**config.mk**
```make
export PLATFORM = sky130hd
export DESIGN_NAME = tsd_regs
export DESIGN_NICKNAME = d
export VERILOG_FILES = /design/src/pkg/tsd_pkg.sv /design/src/core/tsd_regs.sv
export SDC_FILE = /design/constraint.sdc
export NUM_CORES = 2
export LEC_CHECK = 0
export BUFFER_PORTS_ARGS = -buffer_cell sky130_fd_sc_hd__buf_2
export CORE_UTILIZATION = 50
export CTS_CLUSTER_DIAMETER = 50
export DETAILED_ROUTE_END_ITERATION = 12
export GPL_TIMING_DRIVEN = 0
export PLACE_DENSITY = 0.79
export SYNTH_ARGS = -nofsm -noshare
export SYNTH_HDL_FRONTEND = slang
export SYNTH_SLANG_ARGS = --single-unit
```
**constraint.sdc**
```tcl
create_clock -name i_clk -period 12.7 [get_ports i_clk]
set_input_delay 3.81 -clock i_clk [delete_from_list [all_inputs] [get_ports i_clk]]
set_output_delay 3.81 -clock i_clk [all_outputs]
set_load 0.03 [all_outputs]
```
**src/pkg/tsd_pkg.sv**
```systemverilog
package tsd_pkg;

  // Word addresses of the manual-mode DSP registers.
  localparam logic [15:0] TSD_ADDR_LINE_VOL   = 16'h0007;
  localparam logic [15:0] TSD_ADDR_SPK_ROUTE  = 16'h0008;
  localparam logic [15:0] TSD_ADDR_LINE_ROUTE = 16'h000A;
  localparam logic [15:0] TSD_ADDR_SER_ROUTE  = 16'h000B;
  localparam logic [15:0] TSD_ADDR_PEAK_ROUTE = 16'h000C;
  localparam logic [15:0] TSD_ADDR_FM_SOURCE_MATRIX  = 16'h000E;
  localparam logic [15:0] TSD_ADDR_DEEMPH     = 16'h000F;
  localparam logic [15:0] TSD_ADDR_IDENT      = 16'h0015;
  localparam logic [15:0] TSD_ADDR_DC_FILTER  = 16'h0017;
  localparam logic [15:0] TSD_ADDR_STEREO_LVL = 16'h0018;
  localparam logic [15:0] TSD_ADDR_FM_ONE_DC  = 16'h001B;
  localparam logic [15:0] TSD_ADDR_FM_TWO_DC  = 16'h001C;

  // Channel matrix codes held in the low byte of a routing word or of the Fm_source_matrix word.
  localparam logic [7:0] TSD_MX_SUM_DIFFERENCE_MODE = 8'h40;
  localparam logic [7:0] TSD_MX_SWAP     = 8'h50;
  localparam logic [7:0] TSD_MX_INV_B    = 8'h60;
  localparam logic [7:0] TSD_MX_INV_A    = 8'h70;
  localparam logic [7:0] TSD_MX_A_ONLY   = 8'h80;
  localparam logic [7:0] TSD_MX_B_ONLY   = 8'h90;
  localparam logic [7:0] TSD_FM_SOUND_A_MONO = 8'h03;

  // Line-out volume and volume law.
  localparam logic [7:0] TSD_VOL_UNITY  = 8'h40;
  localparam logic [3:0] TSD_LAW_LOG    = 4'h1;
  localparam int         TSD_VOL_SHIFT  = 6;

  // Deemphasis, identification and DC filter codes.
  localparam logic [7:0] TSD_DEEMPH_50US  = 8'h00;
  localparam logic [7:0] TSD_DEEMPH_75US  = 8'h01;
  localparam logic [7:0] TSD_DEEMPH_CURVE = 8'h04;
  localparam logic [7:0] TSD_CODE_OFF     = 8'h3F;
  localparam logic [7:0] TSD_IDENT_BG     = 8'h00;
  localparam logic [7:0] TSD_IDENT_M      = 8'h01;

  // Reset values of the write words.
  localparam logic [15:0] TSD_WORD_RESET = 16'h0000;

  // Settling time constant of the DC level measurement.
  localparam int TSD_DC_TAU_US = 28000;

  typedef logic signed [15:0] tsd_sample_t;

  typedef struct packed {
    tsd_sample_t a;
    tsd_sample_t b;
  } tsd_pair_t;

  // Values that a standard selection or automatic sound select loads.
  typedef struct packed {
    logic [7:0] deemph;
    logic [7:0] adaptive;
    logic [7:0] ident;
  } tsd_std_cfg_t;

endpackage

```
**src/core/tsd_regs.sv**
```systemverilog
`timescale 1ns/10ps

// Functional notes
// - Routing low bytes accept six extra matrix codes.
// - Sum/difference puts sum on A, difference on B.
// - Line-out word: volume high byte, law low nibble.
// - Deemphasis high byte selects fixed curve, standard loads.
// - Adaptive low byte; auto select keeps settings updated.
// - Ident mode B/G or M; 0x3F clears filter.
// - NICAM path always uses fixed curve deemphasis.
// - DC filter word: 0x00 enables, 0x3F disables.
// - All register transfers are whole 16-bit words.
// - Read registers ignore writes.
// - Stereo level in high byte, two's complement.
// - DC levels of both FM channels, full words.
// - DC sign follows oscillator offset versus carrier.
// - DC readings settle with about 28 ms constant.
// - DC removed from FM before further processing.
// - Manual mode offers exactly two source channels.
// - NICAM enabled excludes second FM channel.
// - Adaptive deemphasis and identification are exclusive.
// - NICAM standards force Fm_source_matrix to mono A.
module tsd_regs
  import tsd_pkg::*;
#(
  parameter int FS_HZ = 32000
) (
  input  wire logic            i_clk,
  input  wire logic            i_nrst,
  input  wire logic            i_wr_stb,
  input  wire logic            i_rd_stb,
  input  wire logic [15:0]     i_addr,
  input  wire logic [15:0]     i_wdata,
  output logic                 o_rd_valid,
  output logic [15:0]          o_rdata,
  input  wire logic            i_std_load,
  input  wire logic            i_auto_upd,
  input  wire logic            i_auto_select,
  input  wire tsd_std_cfg_t    i_std_cfg,
  input  wire logic            i_nicam_std,
  input  wire logic            i_nicam_enable,
  input  wire tsd_pair_t [1:0] i_src,
  input  wire logic            i_src_valid,
  input  wire tsd_sample_t     i_fm_one,
  input  wire tsd_sample_t     i_fm_two,
  input  wire logic            i_fm_valid,
  input  wire logic [7:0]      i_stereo_level,
  output tsd_pair_t [3:0]      o_route,
  output logic                 o_route_valid,
  output tsd_sample_t          o_fm_one_clean,
  output tsd_sample_t          o_fm_two_clean,
  output logic                 o_fm_valid,
  output logic [7:0]           o_fm_deemph,
  output logic                 o_adaptive_deemph_on,
  output logic                 o_ident_eval_en,
  output logic                 o_ident_mode_m,
  output logic                 o_ident_filter_clear,
  output logic                 o_dc_filter_en,
  output logic                 o_nicam_curve_deemph,
  output logic                 o_fm_two_enable,
  output logic [7:0]           o_fm_source_matrix
);

  // Samples per time constant, and the shift that gives a one-pole filter of about that length.
  localparam longint DC_SAMPLES = (longint'(TSD_DC_TAU_US) * FS_HZ) / 1000000;
  localparam int     DC_SHIFT   = (DC_SAMPLES < 2) ? 1 : $clog2(DC_SAMPLES);

  typedef struct packed {
    logic [3:0][15:0] route_word;
    logic [15:0]      line_vol_word;
    logic [15:0]      fm_source_matrix_word;
    logic [15:0]      deemph_word;
    logic [15:0]      ident_word;
    logic [15:0]      dc_word;
    logic             ident_clear;
    logic [7:0]       stereo_lvl;
    logic [31:0]      acc_one;
    logic [31:0]      acc_two;
    tsd_pair_t [3:0]  route;
    logic             route_valid;
    tsd_sample_t      fm_one_clean;
    tsd_sample_t      fm_two_clean;
    logic             fm_valid;
    logic             rd_valid;
    logic [15:0]      rdata;
    logic             nicam_curve;
  } tsd_state_t;

  tsd_state_t state_r;
  tsd_state_t state_nxt;
  logic       rst_meta_r;
  logic       rst_n_r;

  // Saturate a 17-bit or wider result back to one sample.
  function automatic tsd_sample_t sat16(input logic signed [31:0] v);
    if (v > 32'sd32767) begin
      sat16 = 16'sh7FFF;
    end else if (v < -32'sd32768) begin
      sat16 = 16'sh8000;
    end else begin
      sat16 = v[15:0];
    end
  endfunction

  // Negation that cannot overflow on the most negative sample.
  function automatic tsd_sample_t neg_sat(input tsd_sample_t x);
    neg_sat = sat16(-32'(x));
  endfunction

  // Apply one channel matrix code to a source pair.
  function automatic tsd_pair_t route_pair(input tsd_pair_t p, input logic [7:0] code);
    tsd_pair_t        r;
    logic signed [16:0] s;
    logic signed [16:0] d;
    r = p;
    s = 17'(p.a) + 17'(p.b);
    d = 17'(p.a) - 17'(p.b);
    // Halving sum and difference keeps them in range at the cost of 6 dB.
    case (code)
      TSD_MX_SUM_DIFFERENCE_MODE: begin
        r.a = s[16:1];
        r.b = d[16:1];
      end
      TSD_MX_SWAP: begin
        r.a = p.b;
        r.b = p.a;
      end
      TSD_MX_INV_B: r.b = neg_sat(p.b);
      TSD_MX_INV_A: r.a = neg_sat(p.a);
      TSD_MX_A_ONLY: r.b = p.a;
      TSD_MX_B_ONLY: r.a = p.b;
      default: r = p;
    endcase
    return r;
  endfunction

  // Scale one line-out sample by the volume byte under the chosen law.
  function automatic tsd_sample_t vol_scale(input tsd_sample_t x, input logic [7:0] v,
                                            input logic [3:0] law);
    logic signed [31:0] prod;
    logic [7:0]         steps;
    prod  = (32'(x) * $signed({24'h000000, v})) >>> TSD_VOL_SHIFT;
    steps = (TSD_VOL_UNITY - v) >> 3;
    if (v == 8'h00) begin
      vol_scale = 16'sh0000;
    end else if (law == TSD_LAW_LOG && v < TSD_VOL_UNITY) begin
      // Log law: each eight steps below unity cost one 6 dB shift.
      vol_scale = x >>> steps;
    end else begin
      vol_scale = sat16(prod);
    end
  endfunction

  // One step of the DC tracking filter.
  function automatic logic [31:0] dc_step(input logic [31:0] acc, input tsd_sample_t x);
    dc_step = 32'($signed(acc) + 32'(x) - ($signed(acc) >>> DC_SHIFT));
  endfunction

  function automatic tsd_sample_t dc_level(input logic [31:0] acc);
    dc_level = sat16($signed(acc) >>> DC_SHIFT);
  endfunction

  // Pick source 0 or 1 from the high byte of a routing word; only two exist here.
  function automatic tsd_pair_t pick_src(input tsd_pair_t [1:0] src, input logic [15:0] w);
    pick_src = (w[15:8] == 8'h01) ? src[1] : src[0];
  endfunction

  // Reset release through two flip-flops; assertion stays asynchronous.
  always_ff @(posedge i_clk or negedge i_nrst) begin
    if (!i_nrst) begin
      rst_meta_r <= 1'b0;
      rst_n_r    <= 1'b0;
    end else begin
      rst_meta_r <= 1'b1;
      rst_n_r    <= rst_meta_r;
    end
  end

  // Next-state logic for the whole register bank and datapath.
  always_comb begin
    logic [31:0] acc1_new;
    logic [31:0] acc2_new;
    acc1_new  = dc_step(state_r.acc_one, i_fm_one);
    acc2_new  = dc_step(state_r.acc_two, i_fm_two);
    state_nxt = state_r;
    state_nxt.ident_clear = 1'b0;
    state_nxt.rd_valid    = 1'b0;
    state_nxt.nicam_curve = 1'b1;
    state_nxt.stereo_lvl  = i_stereo_level;

    // Host word writes; the read-only words have no case and are left alone.
    if (i_wr_stb) begin
      unique case (i_addr)
        TSD_ADDR_LINE_VOL:   state_nxt.line_vol_word  = i_wdata;
        TSD_ADDR_SPK_ROUTE:  state_nxt.route_word[0]  = i_wdata;
        TSD_ADDR_LINE_ROUTE: state_nxt.route_word[1]  = i_wdata;
        TSD_ADDR_SER_ROUTE:  state_nxt.route_word[2]  = i_wdata;
        TSD_ADDR_PEAK_ROUTE: state_nxt.route_word[3]  = i_wdata;
        TSD_ADDR_FM_SOURCE_MATRIX:  state_nxt.fm_source_matrix_word = i_wdata;
        TSD_ADDR_DEEMPH:     state_nxt.deemph_word    = i_wdata;
        TSD_ADDR_DC_FILTER:  state_nxt.dc_word        = i_wdata;
        TSD_ADDR_IDENT: begin
          // The clear code pulses the filter reset and leaves the mode as it was.
          if (i_wdata[7:0] == TSD_CODE_OFF) begin
            state_nxt.ident_clear = 1'b1;
          end else begin
            state_nxt.ident_word = i_wdata;
          end
        end
        default: state_nxt.dc_word = state_r.dc_word;
      endcase
    end

    // Standard selection and automatic sound select reload after a host write,
    // so the device's own choice wins a collision in the same cycle.
    if (i_std_load || (i_auto_upd && i_auto_select)) begin
      state_nxt.deemph_word = {i_std_cfg.deemph, i_std_cfg.adaptive};
      state_nxt.ident_word  = {8'h00, i_std_cfg.ident};
    end

    // NICAM standards keep the Fm_source_matrix refreshed to mono A.
    if (i_nicam_std) begin
      state_nxt.fm_source_matrix_word[7:0] = TSD_FM_SOUND_A_MONO;
    end

    // Channel matrices, with line-out volume applied after routing.
    state_nxt.route_valid = i_src_valid;
    if (i_src_valid) begin
      for (int i = 0; i < 4; i++) begin
        state_nxt.route[i] = route_pair(pick_src(i_src, state_r.route_word[i]),
                                        state_r.route_word[i][7:0]);
      end
      state_nxt.route[1].a = vol_scale(state_nxt.route[1].a, state_r.line_vol_word[15:8],
                                       state_r.line_vol_word[3:0]);
      state_nxt.route[1].b = vol_scale(state_nxt.route[1].b, state_r.line_vol_word[15:8],
                                       state_r.line_vol_word[3:0]);
    end

    // DC measurement runs whatever the filter word says, but channel two's holds while NICAM is enabled; removal follows the DC filter word.
    state_nxt.fm_valid = i_fm_valid;
    if (i_fm_valid) begin
      state_nxt.acc_one = acc1_new;
      if (!i_nicam_enable) begin
        state_nxt.acc_two = acc2_new;
      end
      if (state_r.dc_word[7:0] != TSD_CODE_OFF) begin
        state_nxt.fm_one_clean = sat16(32'(i_fm_one) - 32'(dc_level(acc1_new)));
        state_nxt.fm_two_clean = sat16(32'(i_fm_two) - 32'(dc_level(acc2_new)));
      end else begin
        state_nxt.fm_one_clean = i_fm_one;
        state_nxt.fm_two_clean = i_fm_two;
      end
      // The second FM path is silenced while NICAM occupies it.
      if (i_nicam_enable) begin
        state_nxt.fm_two_clean = 16'sh0000;
      end
    end

    // Word reads answer one cycle after the strobe; unmapped and write-only words read zero.
    if (i_rd_stb) begin
      state_nxt.rd_valid = 1'b1;
      unique case (i_addr)
        TSD_ADDR_STEREO_LVL: state_nxt.rdata = {state_r.stereo_lvl, 8'h00};
        TSD_ADDR_FM_ONE_DC:  state_nxt.rdata = dc_level(state_r.acc_one);
        TSD_ADDR_FM_TWO_DC:  state_nxt.rdata = dc_level(state_r.acc_two);
        default:             state_nxt.rdata = TSD_WORD_RESET;
      endcase
    end
  end

  // Single state register; all fields reset to zero except the fixed NICAM curve flag.
  always_ff @(posedge i_clk or negedge rst_n_r) begin
    if (!rst_n_r) begin
      state_r             <= '0;
      state_r.nicam_curve <= 1'b1;
    end else begin
      state_r <= state_nxt;
    end
  end

  // Outputs taken from the state register; ident mode and DC filter enable are decoded from it by compare.
  assign o_rd_valid           = state_r.rd_valid;
  assign o_rdata              = state_r.rdata;
  assign o_route              = state_r.route;
  assign o_route_valid        = state_r.route_valid;
  assign o_fm_one_clean       = state_r.fm_one_clean;
  assign o_fm_two_clean       = state_r.fm_two_clean;
  assign o_fm_valid           = state_r.fm_valid;
  assign o_fm_deemph          = state_r.deemph_word[15:8];
  assign o_ident_mode_m       = state_r.ident_word[7:0] == TSD_IDENT_M;
  assign o_ident_filter_clear = state_r.ident_clear;
  assign o_dc_filter_en       = state_r.dc_word[7:0] != TSD_CODE_OFF;
  assign o_nicam_curve_deemph = state_r.nicam_curve;
  assign o_fm_source_matrix          = state_r.fm_source_matrix_word[7:0];

  // Identification evaluation yields to adaptive deemphasis when both are asked for.
  assign o_adaptive_deemph_on = state_r.deemph_word[7:0] == TSD_CODE_OFF;
  assign o_ident_eval_en      = state_r.deemph_word[7:0] != TSD_CODE_OFF;

  // A standing NICAM enable excludes the second FM channel.
  logic nicam_en_r;
  always_ff @(posedge i_clk or negedge rst_n_r) begin
    if (!rst_n_r) begin
      nicam_en_r <= 1'b0;
    end else begin
      nicam_en_r <= i_nicam_enable;
    end
  end

  assign o_fm_two_enable = !nicam_en_r;

endmodule

```
==> flow_metrics.tcl <==
set metrics [dict create \
    status "completed" \
    report.final.slew_viol_count 0 \
    antenna_found_initial 16 \
    synth.distinct_cells 109 \
    route.met2.wl_mm 79.25 \
    asyncSetResetFlopFracSynth 1.000 \
    synth_common_cells "sky130_fd_sc_hd__inv_1 (791), sky130_fd_sc_hd__nand2_1 (502), sky130_fd_sc_hd__nor2_1 (477)" \
    cp_top_family "compound AO/OA/AOI/OAI gates" \
    areaGrowthSynthToFinish_pct 12.68 \
    start_kind "primary input" \
    grt_first_pass_wirelength_mm 273.4 \
    final_net_count 7126 \
    synth.avg_cell_area_um2 7.972 \
    cts.sinks 371 \
    fp.dieH_um 309.1 \
    floorplan.core_area_mm2 0.09333 \
    setup_repair_after_global_routing_missed_its_margin "false" \
    track_usage 0.3759 \
    detailedPlacementHpwl_mm 141.9 \
    floorplan.initialDensity 0.5052 \
    wl_mm 182.3 \
    post_layout_nonfiller_instances 7662 \
    m1WireLength_mm 70.68 \
    netlist.area_leader.share 0.1969 \
    peakVddDrop_mv 0.6739 \
    timing.max_cap.violations 0 \
    clk_root_buffer_cell "sky130_fd_sc_hd__clkbuf_16" \
    synth_flop_cell "sky130_fd_sc_hd__dfrtp_1" \
    pwr-share-clk 0.124 \
    setup_tns_ps 0 \
    crit_path_max_fanout 10 \
    grt_pass1_vias 45300 \
    max_freq_mhz 79.85 \
    comb_power_share 0.751 \
    drive_gt1_frac 0.1439 \
    tightestPinTransition_ps 1414 \
    highest-signal-layer "met5" \
    critical-path-top-cell-by-count "sky130_fd_sc_hd__fa_1" \
    proportion_of_total_power_due_to_net_switching 0.5158 \
    cp.arrival_ps 13060 \
    switchingPower_mw 7.233 \
    gp_congestion 1.074 \
    timing.slew.headroom 0.05719 \
    ant_nets 0 \
    synth_seq_area_share 0.1969 \
    route.met3.wl_mm 19.77 \
    total_leakage_power_nw 25.58 \
    final.period_utilization 0.9861 \
    synthCells 5915 \
    numPlacedInstances 7530 \
    place.port_buffers 351 \
    finalCriticalPeriod_ps 12520 \
    criticalPathCategory "in -> reg" \
    dp_slack_ps -1155 \
    wl_per_cell_um 23.79 \
    placementRows 112 \
    internal_power_mw 6.790 \
    yosysWarnings 0 \
    post_layout_worst_setup_margin_ps 176.6 \
    postSynthRegisterBits 371 \
    drt_iter0_markers 5452 \
    cts_inserted_buffers 60 \
    synth.most_common_cell "sky130_fd_sc_hd__inv_1" \
    detail_route.first_pass.iterations 9 \
    pin_count_of_the_biggest_net_entering_global_routing 72 \
    min_path_type "reg -> reg" \
    finalHoldViolCount 0 \
    sequentialPowerShare 0.125 \
    power_density_mw_per_mm2 263.9 \
    critPathMaxStageDelay_ps 830 \
    clock_latency_ps 720 \
    worst_clock_skew_ps 66.55 \
    crit_path_capture_type "flop" \
    cp_num_buf_inv 6 \
    post_synthesis_cell_area_mm2 0.04715 \
    floorplan.io_pins 373 \
    filler_cell_count 8694 \
    cts_h_tree_depth 2 \
    grt_overflow 0 \
    dieWidth_um 309.1 \
    clock_pin_slew_on_the_worst_setup_and_hold_paths_ps 60 \
    final-setup-viol-count 0 \
    cts_tree "yes" \
    viasPerCell 6.088 \
    route.detailed.drc 0 \
    edff_count_synth 0 \
    worstPathRequired_ps 13240 \
    slowest_stage_cell_crit_path "sky130_fd_sc_hd__a21oi_1" \
    synth_top_cells_by_area "sky130_fd_sc_hd__dfrtp_1 (20%), sky130_fd_sc_hd__fa_1 (12%), sky130_fd_sc_hd__ha_1 (8.8%)" \
    dieArea_mm2 0.09553 \
    detailroute.via_count 46650 \
    maximum_clock_insertion_buffer_count 3 \
    synth.largest_area_cell "sky130_fd_sc_hd__dfrtp_1" \
]
[what timing repair did]
item,CTS,global route
gates resized for setup,9,47
endpoints found under the setup margin,31,57
hold buffers,0,0
buffers inserted,2,9
pin swaps,1,1
[placed cells by master, fill, tap and decap left out, types with 24 or more instances in the layout]
master                      count
sky130_fd_sc_hd__dfrtp_1      370
sky130_fd_sc_hd__o22ai_1       73
sky130_fd_sc_hd__and3_1        27
sky130_fd_sc_hd__nand2b_1      78
sky130_fd_sc_hd__nor3_1        91
sky130_fd_sc_hd__mux2_2       119
sky130_fd_sc_hd__buf_4        208
sky130_fd_sc_hd__xor2_1        61
sky130_fd_sc_hd__o21ai_1       24
sky130_fd_sc_hd__o211ai_1      30
sky130_fd_sc_hd__nor2b_1       47
sky130_fd_sc_hd__o21ai_0      356
sky130_fd_sc_hd__ha_1         332
sky130_fd_sc_hd__nand3_1      120
sky130_fd_sc_hd__inv_1        789
sky130_fd_sc_hd__a21o_1        67
sky130_fd_sc_hd__a211oi_1      31
sky130_fd_sc_hd__o31ai_1       33
sky130_fd_sc_hd__xnor2_1      209
sky130_fd_sc_hd__nand2_1      502
sky130_fd_sc_hd__clkbuf_16     60
sky130_fd_sc_hd__clkbuf_1     221
sky130_fd_sc_hd__a311oi_1      24
sky130_fd_sc_hd__nor2_1       477
sky130_fd_sc_hd__mux2i_1      138
sky130_fd_sc_hd__fa_1         273
sky130_fd_sc_hd__o21a_1        38
sky130_fd_sc_hd__buf_2        360
sky130_fd_sc_hd__and2_1       124
sky130_fd_sc_hd__a31oi_1       58
sky130_fd_sc_hd__a21oi_1      401
sky130_fd_sc_hd__or3_1         33
sky130_fd_sc_hd__nor4_1        34
sky130_fd_sc_hd__o21bai_1      41
sky130_fd_sc_hd__o221ai_1      42
[logic make-up (layout without fill, tap and decap cells)]
family | after synthesis | count (layout) | share of synthesized area
buffers and inverters | 1239 | 1724 | 0.1146
other | 1 | 9 | 0.00007953
adders and majority gates | 606 | 606 | 0.2044
AOI/OAI and AO/OA | 1501 | 1501 | 0.2063
DFF | 371 | 371 | 0.1969
muxes | 264 | 264 | 0.05920
and+or+nand+nor | 1661 | 1661 | 0.1677
xor gates and xnor gates | 272 | 272 | 0.05084
[power groups by stage]
stage | combinational (mW) | clock [mW] | sequential [mW]
finish | 10.5 | 1.73 | 1.75
global route | 11.7 | 1.80 | 1.78
CTS | 10.3 | 1.75 | 1.75
detailed placement | 10.2 | 0 | 1.76
global placement | 9.92 | 0 | 1.78
floorplan | 8.00 | 0 | 1.68
[metal layers]
layer,global-route usage,up-vias
met5,0,-
met1,0.4758,22330
met4,0.2206,18
met2,0.5813,2667
met3,0.09297,694
li1,-,20940
[flip-flops by register name, indices dropped and copies added (netlist names)]
| name | count |
|---|---|
| rst_n_r | 1 |
| o_route_valid | 1 |
| nicam_en_r | 1 |
| o_ident_filter_clear | 1 |
| o_fm_one_clean | 16 |
| o_route | 128 |
| o_rd_valid | 1 |
| o_rdata | 16 |
| state_r | 172 |
| o_fm_source_matrix | 8 |
| o_fm_deemph | 8 |
| rst_meta_r | 1 |
| o_fm_valid | 1 |
| o_fm_two_clean | 16 |
[cell type report]
type / instances / area (um2) / area share
antenna: 7 / 17.52 / 0.0003297
buffer: 443 / 2424 / 0.04561
clock buffer: 72 / 1607 / 0.03024
clock inverter: 42 / 500.5 / 0.009420
inverter: 793 / 2984 / 0.05616
multi-input combinational: 4306 / 32710 / 0.6156
sequential: 371 / 9288 / 0.1748
tap: 1254 / 1569 / 0.02953
timing repair buffer: 374 / 2033 / 0.03827
[through the flow]
| stage | total power [mW] | cell area, um2 | hold slack (ps) | util |
|---|---|---|---|---|
| final | 14.02 | 53130 | 350.2 | 0.5693 |
| after global routing | 15.27 | 53120 | 366.2 | 0.5692 |
| after CTS | 13.77 | 52850 | 354.2 | 0.5662 |
| after detailed placement | 11.95 | 50690 | 342.8 | 0.5431 |
| after global placement | 11.70 | 50480 | 338.5 | 0.5409 |
| after floorplan | 9.675 | 47160 | 331.2 | - |
[path summary, 6_finish.rpt]
kind,from,to,slack [ps],depth (start not counted)
worst max register to register,state_r[358],o_route[42],1430,41
worst min register to register,rst_meta_r,rst_n_r,350,0
worst max-delay path,i_src[53],o_route[55],180,30
max in group asynchronous,i_nrst,rst_n_r,9680,1
min in group asynchronous,rst_n_r,state_r[201],440,0
worst min-delay path,rst_meta_r,rst_n_r,350,0
Note: power is estimated with default switching activity, not from simulation.
